## config.mk

```make
export PLATFORM = sky130hd
export DESIGN_NAME = fpsc_frontend_regs
export DESIGN_NICKNAME = d
export VERILOG_FILES = /design/src/core/fpsc_pkg.sv /design/src/core/fpsc_frontend_regs.sv /design/src/core/fpsc_level_table.sv
export SDC_FILE = /design/constraint.sdc
export NUM_CORES = 1
export LEC_CHECK = 0
export BUFFER_PORTS_ARGS = -buffer_cell sky130_fd_sc_hd__buf_2
export CAP_MARGIN = 20
export CORE_UTILIZATION = 51
export DETAILED_ROUTE_END_ITERATION = 10
export GPL_TIMING_DRIVEN = 0
export PLACE_DENSITY = 0.82
export SLEW_MARGIN = 25
export SYNTH_ARGS = -nofsm -noshare
export SYNTH_HDL_FRONTEND = slang
export SYNTH_SLANG_ARGS = --single-unit
export TNS_END_PERCENT = 30
```

## constraint.sdc

```tcl
create_clock -name clk -period 3.4 [get_ports clk]
set_input_delay 0.34 -clock clk [delete_from_list [all_inputs] [get_ports clk]]
set_output_delay 0.34 -clock clk [all_outputs]
set_load 0.02 [all_outputs]
```

## src/core/fpsc_pkg.sv

```systemverilog
package fpsc_pkg;
  localparam logic [5:0] FPSC_ADDR_RX_TRIM = 6'h21;
  localparam logic [5:0] FPSC_ADDR_TX_CFG = 6'h22;
  localparam logic [5:0] FPSC_ADDR_PUMP_CAL = 6'h23;
  localparam logic [7:0] FPSC_RST_RX_TRIM = 8'h56;
  localparam logic [7:0] FPSC_RST_TX_CFG = 8'h10;
  localparam logic [7:0] FPSC_RST_PUMP_CAL = 8'hA9;
  localparam logic [7:0] FPSC_TX_CFG_MASK = 8'h37;
  localparam logic [7:0] FPSC_RST_TABLE_ENTRY = 8'h00;
  localparam int FPSC_IDX_LSB = 0;
  localparam int FPSC_TXBUF_LSB = 4;
  localparam int FPSC_CAL_RES_LSB = 0;
  localparam int FPSC_CAL_EN_LSB = 4;
  localparam int FPSC_CAL_CFG_LSB = 6;
  localparam int FPSC_RX_TRIM_W = 2;
  localparam int FPSC_RX_TRIM_CNT = 4;
  localparam logic [1:0] FPSC_CAL_EN_OFF = 2'h0;
  localparam int FPSC_RAMP_STEP_NS = 100;
  localparam int FPSC_CLK_NS = 10;
  localparam int FPSC_RAMP_STEP_CYC = (FPSC_RAMP_STEP_NS + FPSC_CLK_NS - 1) / FPSC_CLK_NS;
  typedef enum logic [1:0] {FPSC_IDLE, FPSC_UP, FPSC_HOLD, FPSC_DOWN} fpsc_ramp_type;
endpackage

```

## src/core/fpsc_frontend_regs.sv

```systemverilog
`timescale 1ns/1ps
// Overview of operation
// - Three-bit level index points into an eight-entry amplifier level table.
// - Keyed modulation: a one symbol uses the table entry at the index.
// - Keyed modulation: a zero symbol uses table entry zero once ramped up.
// - Steps entries zero..index for start/end ramps in all formats; keyed symbols switch entries directly.
// - Pump calibration stage skipped when its two-bit enable is zero; resets to 10.
// - Four-bit pump calibration result, reset 1001, current exponential in value.
// - Receive trim register holds four two-bit trims resetting 01,01,01,10.
// - Transmit register holds buffer trim at 5:4 reset 1 and index reset 0.
module fpsc_frontend_regs
  import fpsc_pkg::*;
#(
  parameter int TABLE_DEPTH = 8,
  parameter int RAMP_STEP_CYC = FPSC_RAMP_STEP_CYC
) (
  input wire logic clk,
  input wire logic rst_n,
  input wire logic reg_wr,
  input wire logic reg_rd,
  input wire logic [5:0] reg_addr,
  input wire logic [7:0] reg_wdata,
  output logic [7:0] reg_rdata,
  input wire logic table_wr,
  input wire logic [2:0] table_idx,
  input wire logic [7:0] table_wdata,
  input wire logic tx_active,
  input wire logic keyed_mode,
  input wire logic tx_symbol,
  input wire logic cal_result_we,
  input wire logic [3:0] cal_result,
  output logic [7:0] amp_level,
  output logic ramp_done,
  output logic [1:0] low_noise_amp_trim,
  output logic [1:0] amp_to_mixer_trim,
  output logic [1:0] rx_osc_buffer_trim,
  output logic [1:0] mixer_trim,
  output logic [1:0] tx_osc_buffer_trim,
  output logic pump_cal_stage_enable,
  output logic [3:0] synth_cal_word_hi,
  output logic [1:0] synth_cal_config
);
  // The table index is three bits wide, so only eight entries can ever be addressed
  if (TABLE_DEPTH != 8) begin : g_bad_depth
    $error("level table must have eight entries");
  end
  // The step counter is sixteen bits wide
  if (RAMP_STEP_CYC < 1 || RAMP_STEP_CYC > 65536) begin : g_bad_step
    $error("ramp step must be 1 to 65536 cycles");
  end

  // Shared by the write enables and the read mux
  function automatic logic reg_hit(input logic [5:0] addr, input logic [5:0] target);
    return addr == target;
  endfunction

  logic [7:0] rx_frontend_trim_ff;
  logic [7:0] tx_frontend_config_ff;
  logic [7:0] synth_pump_calibration_ff;
  logic pump_enable_ff;
  logic [7:0] reg_rdata_ff;
  logic [7:0] amp_level_ff;
  logic ramp_done_ff;
  fpsc_ramp_type ramp_ff;
  logic [2:0] step_ff;
  logic [15:0] tick_ff;
  fpsc_ramp_type nxt_ramp;
  logic [2:0] nxt_step;
  logic [15:0] nxt_tick;
  logic [7:0] nxt_rx_trim;
  logic [7:0] nxt_tx_cfg;
  logic [7:0] nxt_pump_cal;
  logic nxt_pump_enable;
  logic [7:0] nxt_amp_level;
  logic [FPSC_RX_TRIM_W-1:0] rx_trim_field [FPSC_RX_TRIM_CNT];

  wire hit_rx = reg_hit(reg_addr, FPSC_ADDR_RX_TRIM);
  wire hit_tx = reg_hit(reg_addr, FPSC_ADDR_TX_CFG);
  wire hit_cal = reg_hit(reg_addr, FPSC_ADDR_PUMP_CAL);
  wire wr_rx = reg_wr && hit_rx;
  wire wr_tx = reg_wr && hit_tx;
  wire wr_cal = reg_wr && hit_cal;
  wire [2:0] amp_level_index = tx_frontend_config_ff[FPSC_IDX_LSB +: 3];
  wire tick = tick_ff == 16'(RAMP_STEP_CYC - 1);
  wire [2:0] sel_idx;
  wire [7:0] table_q;
  wire [7:0] nxt_rdata;

  assign nxt_rdata = hit_rx ? rx_frontend_trim_ff :
                     hit_tx ? tx_frontend_config_ff :
                     hit_cal ? synth_pump_calibration_ff : 8'h00;
  assign nxt_rx_trim = wr_rx ? reg_wdata : rx_frontend_trim_ff;
  // Reserved bits are dropped on the way in, so reads return zero there
  assign nxt_tx_cfg = wr_tx ? (reg_wdata & FPSC_TX_CFG_MASK) : tx_frontend_config_ff;
  assign nxt_pump_enable = nxt_pump_cal[FPSC_CAL_EN_LSB +: 2] != FPSC_CAL_EN_OFF;

  // Host write wins over an internal result in the same cycle, so restored values stick
  always_comb begin
    nxt_pump_cal = synth_pump_calibration_ff;
    if (wr_cal) nxt_pump_cal = reg_wdata;
    else if (cal_result_we) nxt_pump_cal[FPSC_CAL_RES_LSB +: 4] = cal_result;
  end

  fpsc_level_table #(.DEPTH(TABLE_DEPTH), .AW(3)) u_table (
    .clk(clk),
    .rst_n(rst_n),
    .wr_en(table_wr),
    .wr_idx(table_idx),
    .wr_data(table_wdata),
    .rd_idx(sel_idx),
    .rd_data(table_q)
  );

  // Ramp controller; keyed symbols choose the entry at the index or entry zero once ramped up
  always_comb begin
    nxt_ramp = ramp_ff;
    nxt_step = step_ff;
    case (ramp_ff)
      FPSC_IDLE: begin
        nxt_step = 3'h0;
        if (tx_active) nxt_ramp = FPSC_UP;
      end
      FPSC_UP: begin
        if (!tx_active) nxt_ramp = FPSC_DOWN;
        else if (step_ff >= amp_level_index) nxt_ramp = FPSC_HOLD;
        else if (tick) nxt_step = step_ff + 3'h1;
      end
      FPSC_HOLD: begin
        nxt_step = amp_level_index;
        if (!tx_active) nxt_ramp = FPSC_DOWN;
      end
      FPSC_DOWN: begin
        if (tx_active) nxt_ramp = FPSC_UP;
        else if (step_ff == 3'h0) nxt_ramp = FPSC_IDLE;
        else if (tick) nxt_step = step_ff - 3'h1;
      end
      default: begin
        nxt_ramp = FPSC_IDLE;
        nxt_step = 3'h0;
      end
    endcase
  end

  // Keyed hold: '1' uses index, '0' uses entry zero
  assign sel_idx = (ramp_ff == FPSC_HOLD && keyed_mode) ?
                   (tx_symbol ? amp_level_index : 3'h0) : step_ff;

  always_ff @(posedge clk or negedge rst_n) begin
    if (!rst_n) begin
      rx_frontend_trim_ff <= FPSC_RST_RX_TRIM;
    end else begin
      rx_frontend_trim_ff <= nxt_rx_trim;
    end
  end

  always_ff @(posedge clk or negedge rst_n) begin
    if (!rst_n) begin
      tx_frontend_config_ff <= FPSC_RST_TX_CFG;
    end else begin
      tx_frontend_config_ff <= nxt_tx_cfg;
    end
  end

  // Enable flag is its own flop so the output needs no gate after the register
  always_ff @(posedge clk or negedge rst_n) begin
    if (!rst_n) begin
      synth_pump_calibration_ff <= FPSC_RST_PUMP_CAL;
      pump_enable_ff <= FPSC_RST_PUMP_CAL[FPSC_CAL_EN_LSB +: 2] != FPSC_CAL_EN_OFF;
    end else begin
      synth_pump_calibration_ff <= nxt_pump_cal;
      pump_enable_ff <= nxt_pump_enable;
    end
  end

  // Counter is held at zero in idle and hold, so a ramp entered from either gets a full first step
  assign nxt_tick = (tick || nxt_step != step_ff || ramp_ff == FPSC_HOLD || ramp_ff == FPSC_IDLE) ?
                    16'h0000 : tick_ff + 16'h0001;
  assign nxt_amp_level = (ramp_ff == FPSC_IDLE) ? 8'h00 : table_q;

  always_ff @(posedge clk or negedge rst_n) begin
    if (!rst_n) begin
      ramp_ff <= FPSC_IDLE;
      step_ff <= 3'h0;
      tick_ff <= 16'h0000;
    end else begin
      ramp_ff <= nxt_ramp;
      step_ff <= nxt_step;
      tick_ff <= nxt_tick;
    end
  end

  always_ff @(posedge clk or negedge rst_n) begin
    if (!rst_n) begin
      amp_level_ff <= 8'h00;
      ramp_done_ff <= 1'b0;
      reg_rdata_ff <= 8'h00;
    end else begin
      amp_level_ff <= nxt_amp_level;
      ramp_done_ff <= nxt_ramp == FPSC_HOLD;
      if (reg_rd) reg_rdata_ff <= nxt_rdata;
    end
  end

  // One loop serves the four receive trims; field zero sits at the bottom
  for (genvar g = 0; g < FPSC_RX_TRIM_CNT; g++) begin : g_rx_trim
    assign rx_trim_field[g] = rx_frontend_trim_ff[g * FPSC_RX_TRIM_W +: FPSC_RX_TRIM_W];
  end

  assign reg_rdata = reg_rdata_ff;
  assign amp_level = amp_level_ff;
  assign ramp_done = ramp_done_ff;
  assign low_noise_amp_trim = rx_trim_field[3];
  assign amp_to_mixer_trim = rx_trim_field[2];
  assign rx_osc_buffer_trim = rx_trim_field[1];
  assign mixer_trim = rx_trim_field[0];
  assign tx_osc_buffer_trim = tx_frontend_config_ff[FPSC_TXBUF_LSB +: 2];
  assign pump_cal_stage_enable = pump_enable_ff;
  assign synth_cal_word_hi = synth_pump_calibration_ff[FPSC_CAL_RES_LSB +: 4];
  assign synth_cal_config = synth_pump_calibration_ff[FPSC_CAL_CFG_LSB +: 2];
endmodule // fpsc_frontend_regs

```

## src/core/fpsc_level_table.sv

```systemverilog
`timescale 1ns/1ps
module fpsc_level_table
  import fpsc_pkg::*;
#(
  parameter int DEPTH = 8,
  parameter int AW = 3
) (
  input wire logic clk,
  input wire logic rst_n,
  input wire logic wr_en,
  input wire logic [AW-1:0] wr_idx,
  input wire logic [7:0] wr_data,
  input wire logic [AW-1:0] rd_idx,
  output logic [7:0] rd_data
);
  logic [7:0] mem_ff [DEPTH];
  if (DEPTH < 1 || DEPTH > (1 << AW)) begin : g_bad_depth
    $error("table depth exceeds index range");
  end
  always_ff @(posedge clk or negedge rst_n) begin
    if (!rst_n) begin
      for (int i = 0; i < DEPTH; i++) mem_ff[i] <= FPSC_RST_TABLE_ENTRY;
    end else if (wr_en) begin
      mem_ff[wr_idx] <= wr_data;
    end
  end
  assign rd_data = mem_ff[rd_idx];
endmodule // fpsc_level_table

```

==> Word-level counts from Yosys, hierarchy flattened <==
Index checks and enable logic that the tools add are counted.
{ "classes": {"addsub": 3, "n_lt_le_gt_ge": 4, "eq_ne": 9, "muxes": 30, "bitwise_logic": 2, "n_reduce_logical": 12} }
{ "ops": {"columns": ["operator", "n"], "rows": [
  ["bitwise mux 64 bit", 1],
  ["2-to-1 mux 8 bit", 7],
  ["binary-select mux 8 bit (select 3 bit)", 1],
  ["demux 8 bit (select 3 bit)", 1],
  ["2-to-1 mux 3 bit", 8],
  ["equality test 6 bit (second input constant)", 3],
  ["adder 16 x 1 -> 16 bit (second input constant)", 1],
  ["equality test 16 x 4 -> 1 bit (second input constant)", 1],
  ["2-to-1 mux 16 bit", 1],
  ["2-to-1 mux 2 bit", 7],
  ["case mux 3 bit (4 select lines)", 1],
  ["greater-or-equal comparator 4 bit (second input constant)", 2],
  ["2-to-1 mux 4 bit", 2],
  ["NOT 3 -> 4 bit", 2],
  ["case mux 2 bit (4 select lines)", 1],
  ["equality test 2 bit (second input constant)", 3],
  ["logical AND 1 bit", 5],
  ["< comparator 4 x 1 -> 1 bit (second input constant)", 1],
  ["nonzero test 2 bit", 2],
  ["adder 3 x 1 -> 3 bit (second input constant)", 1],
  ["greater-or-equal comparator 3 bit", 1],
  ["logical NOT 3 bit", 1],
  ["logical OR 1 bit", 3],
  ["!= test 3 bit", 1],
  ["3 further kinds", 3]
]} }
{ "totals": {"regBits": 124, "word_cells": 80} }

==> Logic depth before layout (Yosys ltp) <==
Gate-level depths: netlist of run 1.
{ "depth": {"word_depth": 10, "mapped_depth": 7, "mapped_depth_nobuf": 7} }

==> Cells and area by module <==
Synthesis of run 1 repeated with hierarchy kept, for this count alone.
{ "hier_totals": {"cells_unflattened": 458, "area_unflattened_um2": 5950.7} }
{ "modules_own_cells": {"columns": ["module", "n_inst", "cells_each", "area_per_inst_um2", "seq_area_each_um2"], "rows": [
  ["fpsc_level_table", 1, 172, 2992.9, 1601.5],
  ["fpsc_frontend_regs", 1, 286, 2957.8, 1514.0]
]} }

==> Worst setup path before layout of run 1 <==
No wires, ideal clock.
{ "synth_path": {"path_type": "reg2reg", "startpoint": "register ramp_ff[0]", "endpoint": "register amp_level_ff[0], in the netlist amp_level[0]", "setup_ps": 139, "arrival_time_ps": 1497, "t_required_ps": 3261, "path_slack_ps": 1764, "path_stages_with_launch": 8, "n_path_buf": 2, "synth_period_minus_slack_ps": 1636, "path_cell_list": "dfrtp_1 > nand3b_4 > mux2_4 > buf_6 > buf_6 > mux2i_1 > o22a_1 > o221ai_1"} }
{ "synth_between": {"elab_chain_cells": 8, "word_cells_on_any_way": 9, "cone_classes": "eq/ne: 1; mux: 5; bitwise: 1; reduce/logical: 2"} }
{ "synth_rtl": {"columns": ["item", "line_no", "source"], "rows": [
  ["start: declaration", "fpsc_frontend_regs.sv:64", "fpsc_ramp_type ramp_ff;"],
  ["start signal: assignment", "fpsc_frontend_regs.sv:186", "ramp_ff <= nxt_ramp;"],
  ["equality test 2 bit", "fpsc_frontend_regs.sv:145", "assign sel_idx = (ramp_ff == FPSC_HOLD && keyed_mode) ?"],
  ["logical AND 1 bit", "fpsc_frontend_regs.sv:145", null],
  ["2-to-1 mux 3 bit", "fpsc_frontend_regs.sv:145", null],
  ["NOT 3 -> 4 bit (implied by the code)", "fpsc_level_table.sv:27", "assign rd_data = mem_ff[rd_idx];"],
  ["binary-select mux 8 bit (select 3 bit)", "fpsc_level_table.sv:27", null],
  ["2-to-1 mux 8 bit (implied by the code) (2 in series)", "fpsc_level_table.sv:27", null],
  ["2-to-1 mux 8 bit (*)", "fpsc_frontend_regs.sv:178", "assign nxt_amp_level = (ramp_ff == FPSC_IDLE) ? 8'h00 : table_q;"],
  ["net nxt_amp_level[0]", "fpsc_frontend_regs.sv:74", "logic [7:0] nxt_amp_level;"],
  ["end signal: assignment", "fpsc_frontend_regs.sv:198", "amp_level_ff <= nxt_amp_level;"],
  ["end: declaration", "fpsc_frontend_regs.sv:62", "logic [7:0] amp_level_ff;"]
]} }
The timed path passes the listed nets; every way through them passes the cells marked *. The select of a mux whose other input is x is not followed.
A chain may end at the register's enable or synchronous reset.

==> Worst setup path in the final report of run 1 <==
{ "layout_path": {"startpoint": "register tick_ff[2]", "endpoint": "register step_ff[2]"} }
{ "layout_between": {"elab_chain_cells": 5, "word_cells_on_any_way": 8, "cone_classes": "eq/ne: 1; mux: 7"} }
{ "layout_rtl": {"columns": ["item", "line_no", "source"], "rows": [
  ["start: declaration", "fpsc_frontend_regs.sv:66", "logic [15:0] tick_ff;"],
  ["start signal: assignment", "fpsc_frontend_regs.sv:188", "tick_ff <= nxt_tick;"],
  ["equality test 16 x 4 -> 1 bit (*)", "fpsc_frontend_regs.sv:84", "wire tick = tick_ff == 16'(RAMP_STEP_CYC - 1);"],
  ["2-to-1 mux 3 bit (on tied branches)", "fpsc_frontend_regs.sv:135, fpsc_frontend_regs.sv:126", null],
  ["2-to-1 mux 3 bit (on tied branches)", "fpsc_frontend_regs.sv:134, fpsc_frontend_regs.sv:125", null],
  ["2-to-1 mux 3 bit (on tied branches)", "fpsc_frontend_regs.sv:133, fpsc_frontend_regs.sv:124", null],
  ["case mux 3 bit (4 select lines) (*)", "fpsc_frontend_regs.sv:118", "case (ramp_ff)"],
  ["net nxt_step[2]", "fpsc_frontend_regs.sv:68", "logic [2:0] nxt_step;"],
  ["end signal: assignment", "fpsc_frontend_regs.sv:187", "step_ff <= nxt_step;"],
  ["end: declaration", "fpsc_frontend_regs.sv:65", "logic [2:0] step_ff;"]
]} }
The timed path passes the listed nets; every way through them passes the cells marked *.

==> run_results.csv, run 1 <==
group,metric,value,unit
route,first_iter_violations,214,
flow_run,drv_cap,0,
worst_setup_path,r2r_cells,5,
route,via_per_inst,5.62,
die,die_w,110,um
worst_setup_path,r2r_slack,1390,ps
sta,skew,7.45,ps
worst_hold_path,worstHoldPathType,"primary input to flop",
global_route,grt_max_degree,65,
synth,synth.cell_area,5940,um^2
synth,ys_seq_area_share,52.5,%
worst_setup_path,slowest_stage,"dfrtp_1",
sta,grt_setup_unrepaired,"no",
worst_setup_path,endpoint,"step_ff[2]",
clock_network,path_clk_slew,50,ps
sta,worst_pin_slew,942,ps
power,p_int,3.72,mW
sta,drv_slew,0,
sta,setup_tns,0,ps
power,clkPwrFrac,34.7,%
final_layout,syn_to_final_growth,19.4,%
final_layout,nets,615,
synth,syn_inst,483,
synth,ys_warn_count,0,
global_route,track_usage,23.4,%
worst_setup_path,crit_chain,"nor4b_1, nand4_1, nor3b_1, mux2i_1, o221ai_1",
place,port_buffers,65,
sta,fmax,497,MHz
final_layout,final_area,7090,um^2
worst_setup_path,worstPathMaxFanout,6,
place,dp_hpwl,8380,um
worst_setup_path,cp.required,3680,ps
route,route.detailed.drc,0,
global_route,overflow,0,
die,start_util,52.2,%
route,drt.antenna.violating_nets,0,
power,seq_power_share,37.4,%
sta,slew_headroom,36.9,%
worst_setup_path,endpoint_kind,"flop",
clock_network,tritoncts,"yes",
worst_setup_path,start_kind,"flop",
route,drt-wirelength-per-cell,18.1,um
synth,ys_types,49,
worst_setup_path,r2r_end,"step_ff[2]",
die,rows,39,
sta,finalCritPeriodShare,59.2,%
final_layout,insertedDiodeCount,0,
clock_network,cts_num_sinks,124,
power,p_leak,3.28,nW
place,dpl_cell_area,6480,um^2
die,ios,72,
worst_setup_path,arrival,2290,ps
worst_setup_path,crit_type,"flop to flop",
final_layout,num-fill-cells,834,
synth,synth.avg_cell_area,12.3,um^2
die,die_area,12100,um^2
synth,synth_nets,529,
clock_network,cts_htree_levels,4,
global_route,antenna_found_initial,0,
power,p_per_area,755,nW/um^2
clock_network,cts_buffers,17,
global_route,grt_pass1_vias,4308,
clock_network,clock_latency,420,ps
sta,hold_violations,0,
synth,ys_seq_elements,124,
worst_setup_path,slowest_delay,450,ps
worst_setup_path,r2r_start,"tick_ff[2]",
die,fp.dieH,110,um
clock_network,cts-root-buf,"clkbuf_16",
power,p_total,5.35,mW
die,fp.coreArea,11400,um^2
clock_network,clock_path_buffers,2,
route,vias,4077,
power,p_sw,1.63,mW
place,routabilityCongestion,0.839,
route,totalWireLength,13100,um
final_layout,drive_above_1_share,37.6,%
route,first_pass_iters,7,
run_status,status,"complete, no violations",
power,ir_worst_vdd,0.558,mV
sta,setup_viol,0,
power,switching_share,30.4,%
global_route,grt_pass1_wl,20900,um
power,combPwrFrac,27.9,%
sta,min_period,2010,ps
clock_network,post_cts_resized,0,
worst_setup_path,cp-startpoint,"tick_ff[2]",
-- placed cells by master, fill, tap and decap left out, types with 7 or more instances in the layout --
cell         n
mux2_2      81
dfstp_2     10
nor2_1      40
dfrtp_1    114
nand3_1      7
buf_2       70
nand2_1     38
ha_1         8
inv_1        9
clkbuf_1    12
xor2_1      10
clkbuf_16   17
o22a_1       8
mux2i_1     39
o221ai_1     9
a21oi_1     13
buf_4       10
-- repair_timing --
| item | CTS | global route |
|---|---|---|
| endpoints found under the hold margin | 53 | 0 |
| hold buffers | 1 | 0 |
| buffers inserted | 0 | 0 |
-- power by group through the flow --
stage	clock (mW)	combinational (mW)	sequential, mW
2_1_floorplan	0	0.999	2.05
3_3_place_gp	0	1.42	1.99
3_5_place_dp	0	1.48	2.01
4_1_cts	1.87	1.50	2.00
5_1_grt	1.94	1.63	2.03
6_report	1.86	1.49	2.00
-- Yosys cell counts, drive strengths merged --
cell	number	area share, %
or3	1	0.11
a21oi	13	1.1
nor4b	5	1.1
and2	3	0.32
o21ba	1	0.17
and3	1	0.11
a41oi	5	0.74
o21bai	1	0.19
xnor2	5	0.74
dfstp	10	4.4
nor2	41	2.6
nor2b	4	0.42
inv	9	0.57
buf	21	2.5
nand4b	3	0.44
nor3	7	0.76
ha	8	1.7
a22oi	5	0.63
nand3b	1	0.34
nor4	2	0.42
o221ai	9	1.3
xor2	10	1.5
mux2i	39	6.6
nand3	7	0.59
nand2b	2	0.21
o22a	8	1.2
and3b	1	0.15
o21a	2	0.25
o21ai	5	0.55
o311a	1	0.17
nor3b	4	0.67
nand2	39	2.5
dfrtp	114	48
mux2	83	16
nand4	5	0.53
clkbuf	6	0.38
and4	1	0.15
o311ai	1	0.15
-- worst min-delay path by stage --
stage	start	endpoint	depth (start not counted)
2_1_floorplan	rst_n	amp_level[0]	0
3_3_place_gp	u_table.mem_ff[7]	u_table.mem_ff[7]	1
3_5_place_dp	rst_n	synth_pump_calibration_ff[1]	1
4_1_cts	reg_wdata[6]	synth_pump_calibration_ff[6]	2
5_1_grt	reg_wdata[7]	synth_pump_calibration_ff[7]	2
6_report	reg_wdata[7]	synth_pump_calibration_ff[7]	2
-- metal layers --
| layer | wire, um | vias to the layer above | GRT usage, % |
|---|---|---|---|
| met1 | 5620 | 2042 | 27.9 |
| met3 | 573 | 34 | 6.22 |
| met2 | 6640 | 106 | 39.4 |
| li1 | - | 1895 | - |
| met4 | 275 | 0 | 11.0 |
| met5 | 0 | - | 0 |
-- logic make-up (layout without fill, tap and decap cells) --
family | count (synthesis) | after routing | share of synthesized area [%]
simple gates | 127 | 127 | 11.4
mux | 122 | 122 | 22.4
compound gates | 51 | 51 | 6.45
flops | 124 | 124 | 52.5
xor+xnor | 15 | 15 | 2.21
buf+inv | 36 | 135 | 3.41
fa+ha+maj | 8 | 8 | 1.69
-- worst max-delay path: cells and delay by family (launching register included) --
family,cells,cell delay (ps)
simple gates,3,1020
compound gates,1,130
flops,1,450
mux,1,280
-- sequential cells by signal (all words and copies together), names as in the netlist --
register and count:
ramp_done 1, pump_cal_stage_enable 1, u_table.mem_ff 64, synth_pump_calibration_ff 8
rx_frontend_trim_ff 8, ramp_ff 2, tick_ff 16, tx_frontend_config_ff 5
reg_rdata 8, step_ff 3, amp_level 8
-- final cells by class --
class	instances	area [um^2]	share of cell area, %
flip-flops and latches	124	3120	44.0
multi-input cells	323	2620	37.0
clock buffers	24	462	6.51
repair buffers	67	369	5.21
well taps	143	179	2.52
plain buffers	27	169	2.38
clock inverters	8	140	1.98
inverters	9	33.8	0.477
-- per-stage QoR --
| step | util (%) | setup WS (ps) | cells | hold slack [ps] |
|---|---|---|---|---|
| floorplan | - | 1760 | 483 | 44.4 |
| global placement | 56.7 | 579 | 691 | 487 |
| detailed placement | 57.0 | 1390 | 692 | 356 |
| CTS | 62.3 | 1450 | 725 | 170 |
| global route | 62.3 | 1240 | 725 | 175 |
| finish | 62.3 | 1390 | 725 | 174 |
Power figures use the tool's default switching activity.
==> inputs of run 2 (changes only) <==
--- a/config.mk
+++ b/config.mk
@@ -5,12 +5,13 @@
 export SDC_FILE = /design/constraint.sdc
 export NUM_CORES = 1
 export LEC_CHECK = 0
+export ABC_AREA = 1
 export BUFFER_PORTS_ARGS = -buffer_cell sky130_fd_sc_hd__buf_2
 export CAP_MARGIN = 20
 export CORE_UTILIZATION = 51
 export DETAILED_ROUTE_END_ITERATION = 10
 export GPL_TIMING_DRIVEN = 0
-export PLACE_DENSITY = 0.82
+export PLACE_DENSITY = 0.85
 export SLEW_MARGIN = 25
 export SYNTH_ARGS = -nofsm -noshare
 export SYNTH_HDL_FRONTEND = slang
==> constraint.sdc (replaced) <==
create_clock -name clk -period 1.7 [get_ports clk]
set_input_delay 0.17 -clock clk [delete_from_list [all_inputs] [get_ports clk]]
set_output_delay 0.17 -clock clk [all_outputs]
set_load 0.02 [all_outputs]
==> run 2 against run 1 <==
Compared with the run above:
- the run now ends with setup timing left
- cell count grew 53%
- synthesized area increased by 6.7%
- core utilization increased by 4.4 points
- wire length grew 45%
- sequential share of layout area fell by 5.2 points
- global-route usage up 4.2 points
- cell area grew 14%
==> run_results.csv, run 2 <==
group,metric,value,unit
run_status,status,"finished with violations",
run_status,violations,"setup timing",
final_layout,insertedDiodeCount,0,
place,dpl_cell_area,6940,um^2
synth,synth.cell_area,6340,um^2
clock_network,cts-root-buf,"clkbuf_16",
die,rows,40,
synth,async_reset_ff_share,100,%
sta,fmax,563,MHz
global_route,overflow,0,
synth,synth_ff_type,"dfrtp_1",
clock_network,path_clk_slew,50,ps
synth,syn_inst,813,
worst_setup_path,slowest_delay,420,ps
sta,skew,7.86,ps
worst_setup_path,r2r_slack,-80,ps
die,fp.dieH,113,um
worst_setup_path,start_kind,"flop",
sta,hold_violations,0,
route,vias,6307,
synth,synth.most_common_cell,"nand2_1",
global_route,grt_max_degree,71,
die,start_util,52.5,%
final_layout,final_common_cell,"nand2_1",
flow_run,drv_cap,0,
final_layout,nets,976,
worst_setup_path,slowest_stage,"dfrtp_1",
clock_network,cts_htree_levels,4,
die,ios,72,
route,totalWireLength,19000,um
synth,yosys-top-cells-area,"dfrtp_1, nand2_1, nand3_1, inv_1, nor2_1",
sta,drv_slew,0,
worst_hold_path,min-delay-start,"reg_wdata[1]",
worst_setup_path,cp.required,2000,ps
worst_setup_path,crit_chain,"inv_2, ha_4, a21oi_4, nand2_1, nor2_2, o21ai_0, a21oi_1, nor2_1",
final_layout,reg.largest.list,"u_table.mem_ff (64), tick_ff (16)",
worst_setup_path,crit_family,"compound AO/OA/AOI/OAI gates",
power,p_per_area,1580,nW/um^2
route,route.detailed.drc,0,
synth,synth.top_cells.by_count,"nand2_1, dfrtp_1, inv_1",
sta,worst_pin_slew,750,ps
die,fp.coreArea,12100,um^2
power,ir_worst_vdd,0.825,mV
synth,synth_top_area_share,45.0,%
sta,slew_headroom,49.6,%
clock_network,cts_num_sinks,124,
worst_setup_path,cp-startpoint,"tx_frontend_config_ff[2]",
clock_network,clock_path_buffers,2,
synth,ys_seq_area_share,49.2,%
sta,hold_slack,13.3,ps
synth,ys_warn_count,0,
worst_setup_path,arrival,2070,ps
route,drt-wirelength-per-cell,17.1,um
synth,ys_seq_elements,124,
power,p_leak,4.06,nW
final_layout,top_register,"u_table.mem_ff",
sta,grt_setup_unrepaired,"yes",
route,via_per_inst,5.68,
final_layout,drive_above_1_share,22.3,%
final_layout,num-fill-cells,847,
synth,synth_edf_count,0,
place,pre_cts_ws,-80.7,ps
sta,setup_ws,-76.6,ps
sta,min_period,1780,ps
route,drt.antenna.violating_nets,0,
synth,synth_nets,859,
worst_setup_path,endpoint_kind,"flop",
sta,setup_viol,6,
global_route,track_usage,27.6,%
clock_network,cts_buffers,17,
route,first_iter_violations,803,
synth,ys_types,34,
final_layout,multi_input_area,2830,um^2
place,port_buffers,70,
worst_setup_path,critPathBufInv,1,
synth,synth_area_leader_cell,"dfrtp_1",
final_layout,syn_to_final_growth,27.1,%
route,first_pass_iters,6,
synth,synth.avg_cell_area,7.79,um^2
worst_setup_path,worstPathMaxFanout,3,
place,dp_hpwl,10700,um
final_layout,seqCellArea,3120,um^2
global_route,grt_pass1_vias,5750,
global_route,grt_pass1_wl,27900,um
clock_network,clock_latency,420,ps
sta,finalCritPeriodShare,105,%
worst_hold_path,worstHoldPathType,"primary input to flop",
worst_setup_path,crit_type,"flop to flop",
die,die_w,113,um
final_layout,final_area,8050,um^2
sta,setup_tns,-168,ps
die,die_area,12900,um^2
final_layout,final_cell_mix,"nand2_1, dfrtp_1, inv_1, nor2_1, nand3_1",
global_route,antenna_found_initial,0,
place,routabilityCongestion,0.878,
clock_network,tritoncts,"yes",
final_layout,largest_reg_flops,64,
worst_setup_path,r2r_start,"tx_frontend_config_ff[2]",
run 2: cell types whose count changed after synthesis, sizes merged, moves of 7 or more:
cell / change
nor3: +7
inv: +102
mux2: -77
nand3: +82
nor2: +64
nand2: +159
o221ai: -9
o21ai: +69
mux2i: -39
a21oi: +15
o22a: -8
run 2: final cells by class:
| type | instances | area share, % |
|---|---|---|
| Sequential cell | 124 | 38.7 |
| Multi-Input combinational cell | 551 | 35.2 |
| Timing Repair Buffer | 98 | 7.95 |
| Clock buffer | 21 | 5.72 |
| Inverter | 112 | 5.34 |
| Tap cell | 168 | 2.61 |
| Buffer | 26 | 2.41 |
| Clock inverter | 11 | 2.05 |
run 2: metrics by stage:
| stage | cells | util [%] | power [mW] |
|---|---|---|---|
| 5_1_grt | 1111 | 66.8 | 13.4 |
| 3_5_place_dp | 1052 | 57.5 | 7.62 |
| 3_3_place_gp | 1051 | 57.2 | 7.50 |
| 4_1_cts | 1091 | 63.4 | 11.6 |
| 2_1_floorplan | 813 | - | 6.57 |
| 6_report | 1111 | 66.8 | 12.7 |
run 2: timing repair:
action / 4_1_cts / 5_1_grt
hold buffers: 6 / 0
endpoints found under the setup margin: 23 / 23
pin swaps: 1 / 18
resized for setup: 10 / 55
cloned: 0 / 2
endpoints found under the hold margin: 53 / 0
setup buffers: 1 / 18
run 2: final timing paths:
kind                       cells after the start                      endpoint
max                                            8                     ramp_done
min                                            3      tx_frontend_config_ff[1]
max reg2reg                                    8                     ramp_done
min reg2reg                                    2  synth_pump_calibration_ff[7]
max in group asynchronous                      3                    ramp_ff[1]
min in group asynchronous                      2  synth_pump_calibration_ff[6]
run 2: cells by family after synthesis:
family	after synthesis	share of synthesized area, %
adders and majority gates	8	1.58
AOI/OAI and AO/OA	111	9.20
buffers and inverters	138	9.26
and+or+nand+nor	416	28.4
muxes	6	1.07
DFF	124	49.2
xor gates and xnor gates	10	1.38
run 2: report_power, final:
| group | total (mW) | internal, mW | switching, mW |
|---|---|---|---|
| Combinational | 4.93 | 1.87 | 3.06 |
| Sequential | 3.96 | 3.56 | 0.399 |
| Clock | 3.85 | 2.53 | 1.33 |
run 2: per-layer routing:
| metal | global-route usage (%) | share of wire (%) | vias up |
|---|---|---|---|
| met2 | 43.8 | 48 | 395 |
| met1 | 36.8 | 39 | 3005 |
| met5 | 0 | 0 | - |
| li1 | - | - | 2815 |
| met3 | 7.07 | 8.9 | 92 |
| met4 | 10.4 | 3.8 | 0 |
run 2: worst min-delay path, delay by kind of cell:
kind | cells | cell delay [ps]
compound gates | 1 | 60
buf+inv | 1 | 110
simple gates | 1 | 50
==> inputs of run 3 (changes only) <==
--- a/config.mk
+++ b/config.mk
@@ -5,9 +5,9 @@
 export SDC_FILE = /design/constraint.sdc
 export NUM_CORES = 1
 export LEC_CHECK = 0
-export ABC_AREA = 1
 export BUFFER_PORTS_ARGS = -buffer_cell sky130_fd_sc_hd__buf_2
 export CAP_MARGIN = 20
+export CORE_MARGIN = 3
 export CORE_UTILIZATION = 51
 export DETAILED_ROUTE_END_ITERATION = 10
 export GPL_TIMING_DRIVEN = 0
==> run 3 against run 2 <==
Compared with the run above:
- the flow still finishes with violations (setup timing)
- setup slack got worse by 140 ps
- non-clock buffer count decreased by 8
- die area rose by 0.77%
- power decreased by 6.2%
- fmax is 7.5% lower
- global-route usage fell by 4.2 points
- cell count is 33% lower
- sequential power grew 2%
- clock power about the same
- critical endpoint is now step_ff[1]
- largest cell class unchanged
==> run_results.csv, run 3 (synthesis results as in run 1) <==
group,metric,value,unit
run_status,status,"finished with violations",
run_status,violations,"setup timing",
route,drt-wirelength-per-cell,20.7,um
worst_setup_path,arrival,2270,ps
die,fp.coreArea,11100,um^2
die,die_area,13000,um^2
route,drt.antenna.violating_nets,0,
power,ir_worst_vdd,1.32,mV
clock_network,clock_latency,420,ps
route,via_per_inst,5.99,
final_layout,final_cell_mix,"dfrtp_1, mux2_2, buf_2, nor2_1, nand2_1",
final_layout,final_cells,744,
worst_setup_path,slowest_stage,"dfrtp_1",
final_layout,final_core_util,68.4,%
final_layout,largest_reg_flops,64,
power,p_per_area,1570,nW/um^2
sta,worst_pin_slew,898,ps
global_route,grt_pass1_wl,23500,um
place,dp.cells,689,
sta,setup_viol,11,
clock_network,cts_htree_levels,4,
route,first_iter_violations,450,
power,p_total,12.0,mW
worst_setup_path,endpoint_kind,"flop",
route,first_pass_iters,5,
place,pre_cts_ws,-210,ps
sta,min_period,1920,ps
die,rows,38,
global_route,grt_max_degree,84,
worst_setup_path,worstPathMaxFanout,6,
sta,drv_slew,0,
die,start_util,53.4,%
global_route,track_usage,23.5,%
final_layout,reg.largest.list,"u_table.mem_ff (64), tick_ff (16)",
global_route,grt_pass1_vias,4656,
final_layout,top_register,"u_table.mem_ff",
clock_network,cts_buffers,17,
die,fp.dieH,114,um
final_layout,nets,637,
sta,setup_tns,-661,ps
worst_setup_path,crit_type,"flop to flop",
route,vias,4453,
sta,grt_setup_unrepaired,"yes",
flow_run,drv_cap,0,
clock_network,path_clk_slew,60,ps
sta,finalCritPeriodShare,113,%
global_route,antenna_found_initial,0,
final_layout,syn_to_final_growth,28.2,%
sta,setup_ws,-220,ps
power,p_leak,3.48,nW
die,ios,72,
clock_network,cts_num_sinks,124,
worst_setup_path,crit_chain,"nor4b_1, nand4_1, or3_1, o311a_1, o21ai_2",
place,dp_hpwl,8770,um
worst_setup_path,start_kind,"flop",
sta,hold_violations,0,
clock_network,clock_path_buffers,2,
final_layout,final_common_cell,"dfrtp_1",
global_route,overflow,0,
sta,slew_headroom,39.8,%
final_layout,drive_above_1_share,46.0,%
die,die_w,114,um
clock_network,tritoncts,"yes",
place,port_buffers,65,
place,routabilityCongestion,0.908,
worst_setup_path,cp.required,2050,ps
sta,skew,13.3,ps
route,totalWireLength,15400,um
final_layout,insertedDiodeCount,0,
clock_network,cts-root-buf,"clkbuf_16",
worst_hold_path,worstHoldPathType,"primary input to flop",
sta,fmax,521,MHz
route,route.detailed.drc,0,
worst_setup_path,slowest_delay,460,ps
-- run 3: metrics by stage --
stage                     cell area [um^2]  hold WS [ps]
after floorplan                       5940          -126
after global placement                6440           417
after detailed placement              6470           113
after CTS                             7400          11.2
after global routing                  7610          13.8
final                                 7610          19.2
-- run 3: area by class of cell --
class	instances	area (um^2)
timing repair buffer	90	577
fill	690	3510
sequential	124	3120
tap	140	175
inverter	9	33.8
multi-input combinational	323	2880
buffer	26	208
clock inverter	7	140
clock buffer	25	485
-- run 3: repair_timing --
item	in CTS	in global routing
endpoints found under the hold margin	42	0
pin swaps	9	6
setup buffers	13	9
resized for setup	41	29
hold buffers	2	0
setup endpoints to repair	22	25
-- run 3: worst max-delay path, delay by kind of cell (launching register included) --
family / cells / cell delay [ps]
and+or+nand+nor: 3 / 1000
AOI/OAI and AO/OA: 2 / 400
DFF: 1 / 460
-- run 3: final timing paths --
check | startpoint | end | slack [ps] | depth (start not counted)
worst max register to register | tick_ff[2] | step_ff[1] | -220 | 5
max in group asynchronous | rst_n | ramp_ff[0] | 720 | 3
worst min register to register | u_table.mem_ff[13] | u_table.mem_ff[13] | 500 | 1
worst max-delay path | tick_ff[2] | step_ff[1] | -220 | 5
worst min-delay path | reg_wdata[6] | synth_pump_calibration_ff[6] | 20 | 2
min in group asynchronous | rst_n | tx_frontend_config_ff[5] | 240 | 2
-- run 3: report_power, final --
group          switching (mW)  internal [mW]
sequential              0.431           3.60
combinational            2.04           2.02
clock                    1.30           2.57
-- run 3: per-layer routing --
layer	wire length, um	GRT usage, %	up-vias
li1	-	-	1946
met1	6200	28.4	2292
met2	8020	40.4	174
met3	825	6.26	41
met4	381	8.71	0
met5	0	0	-
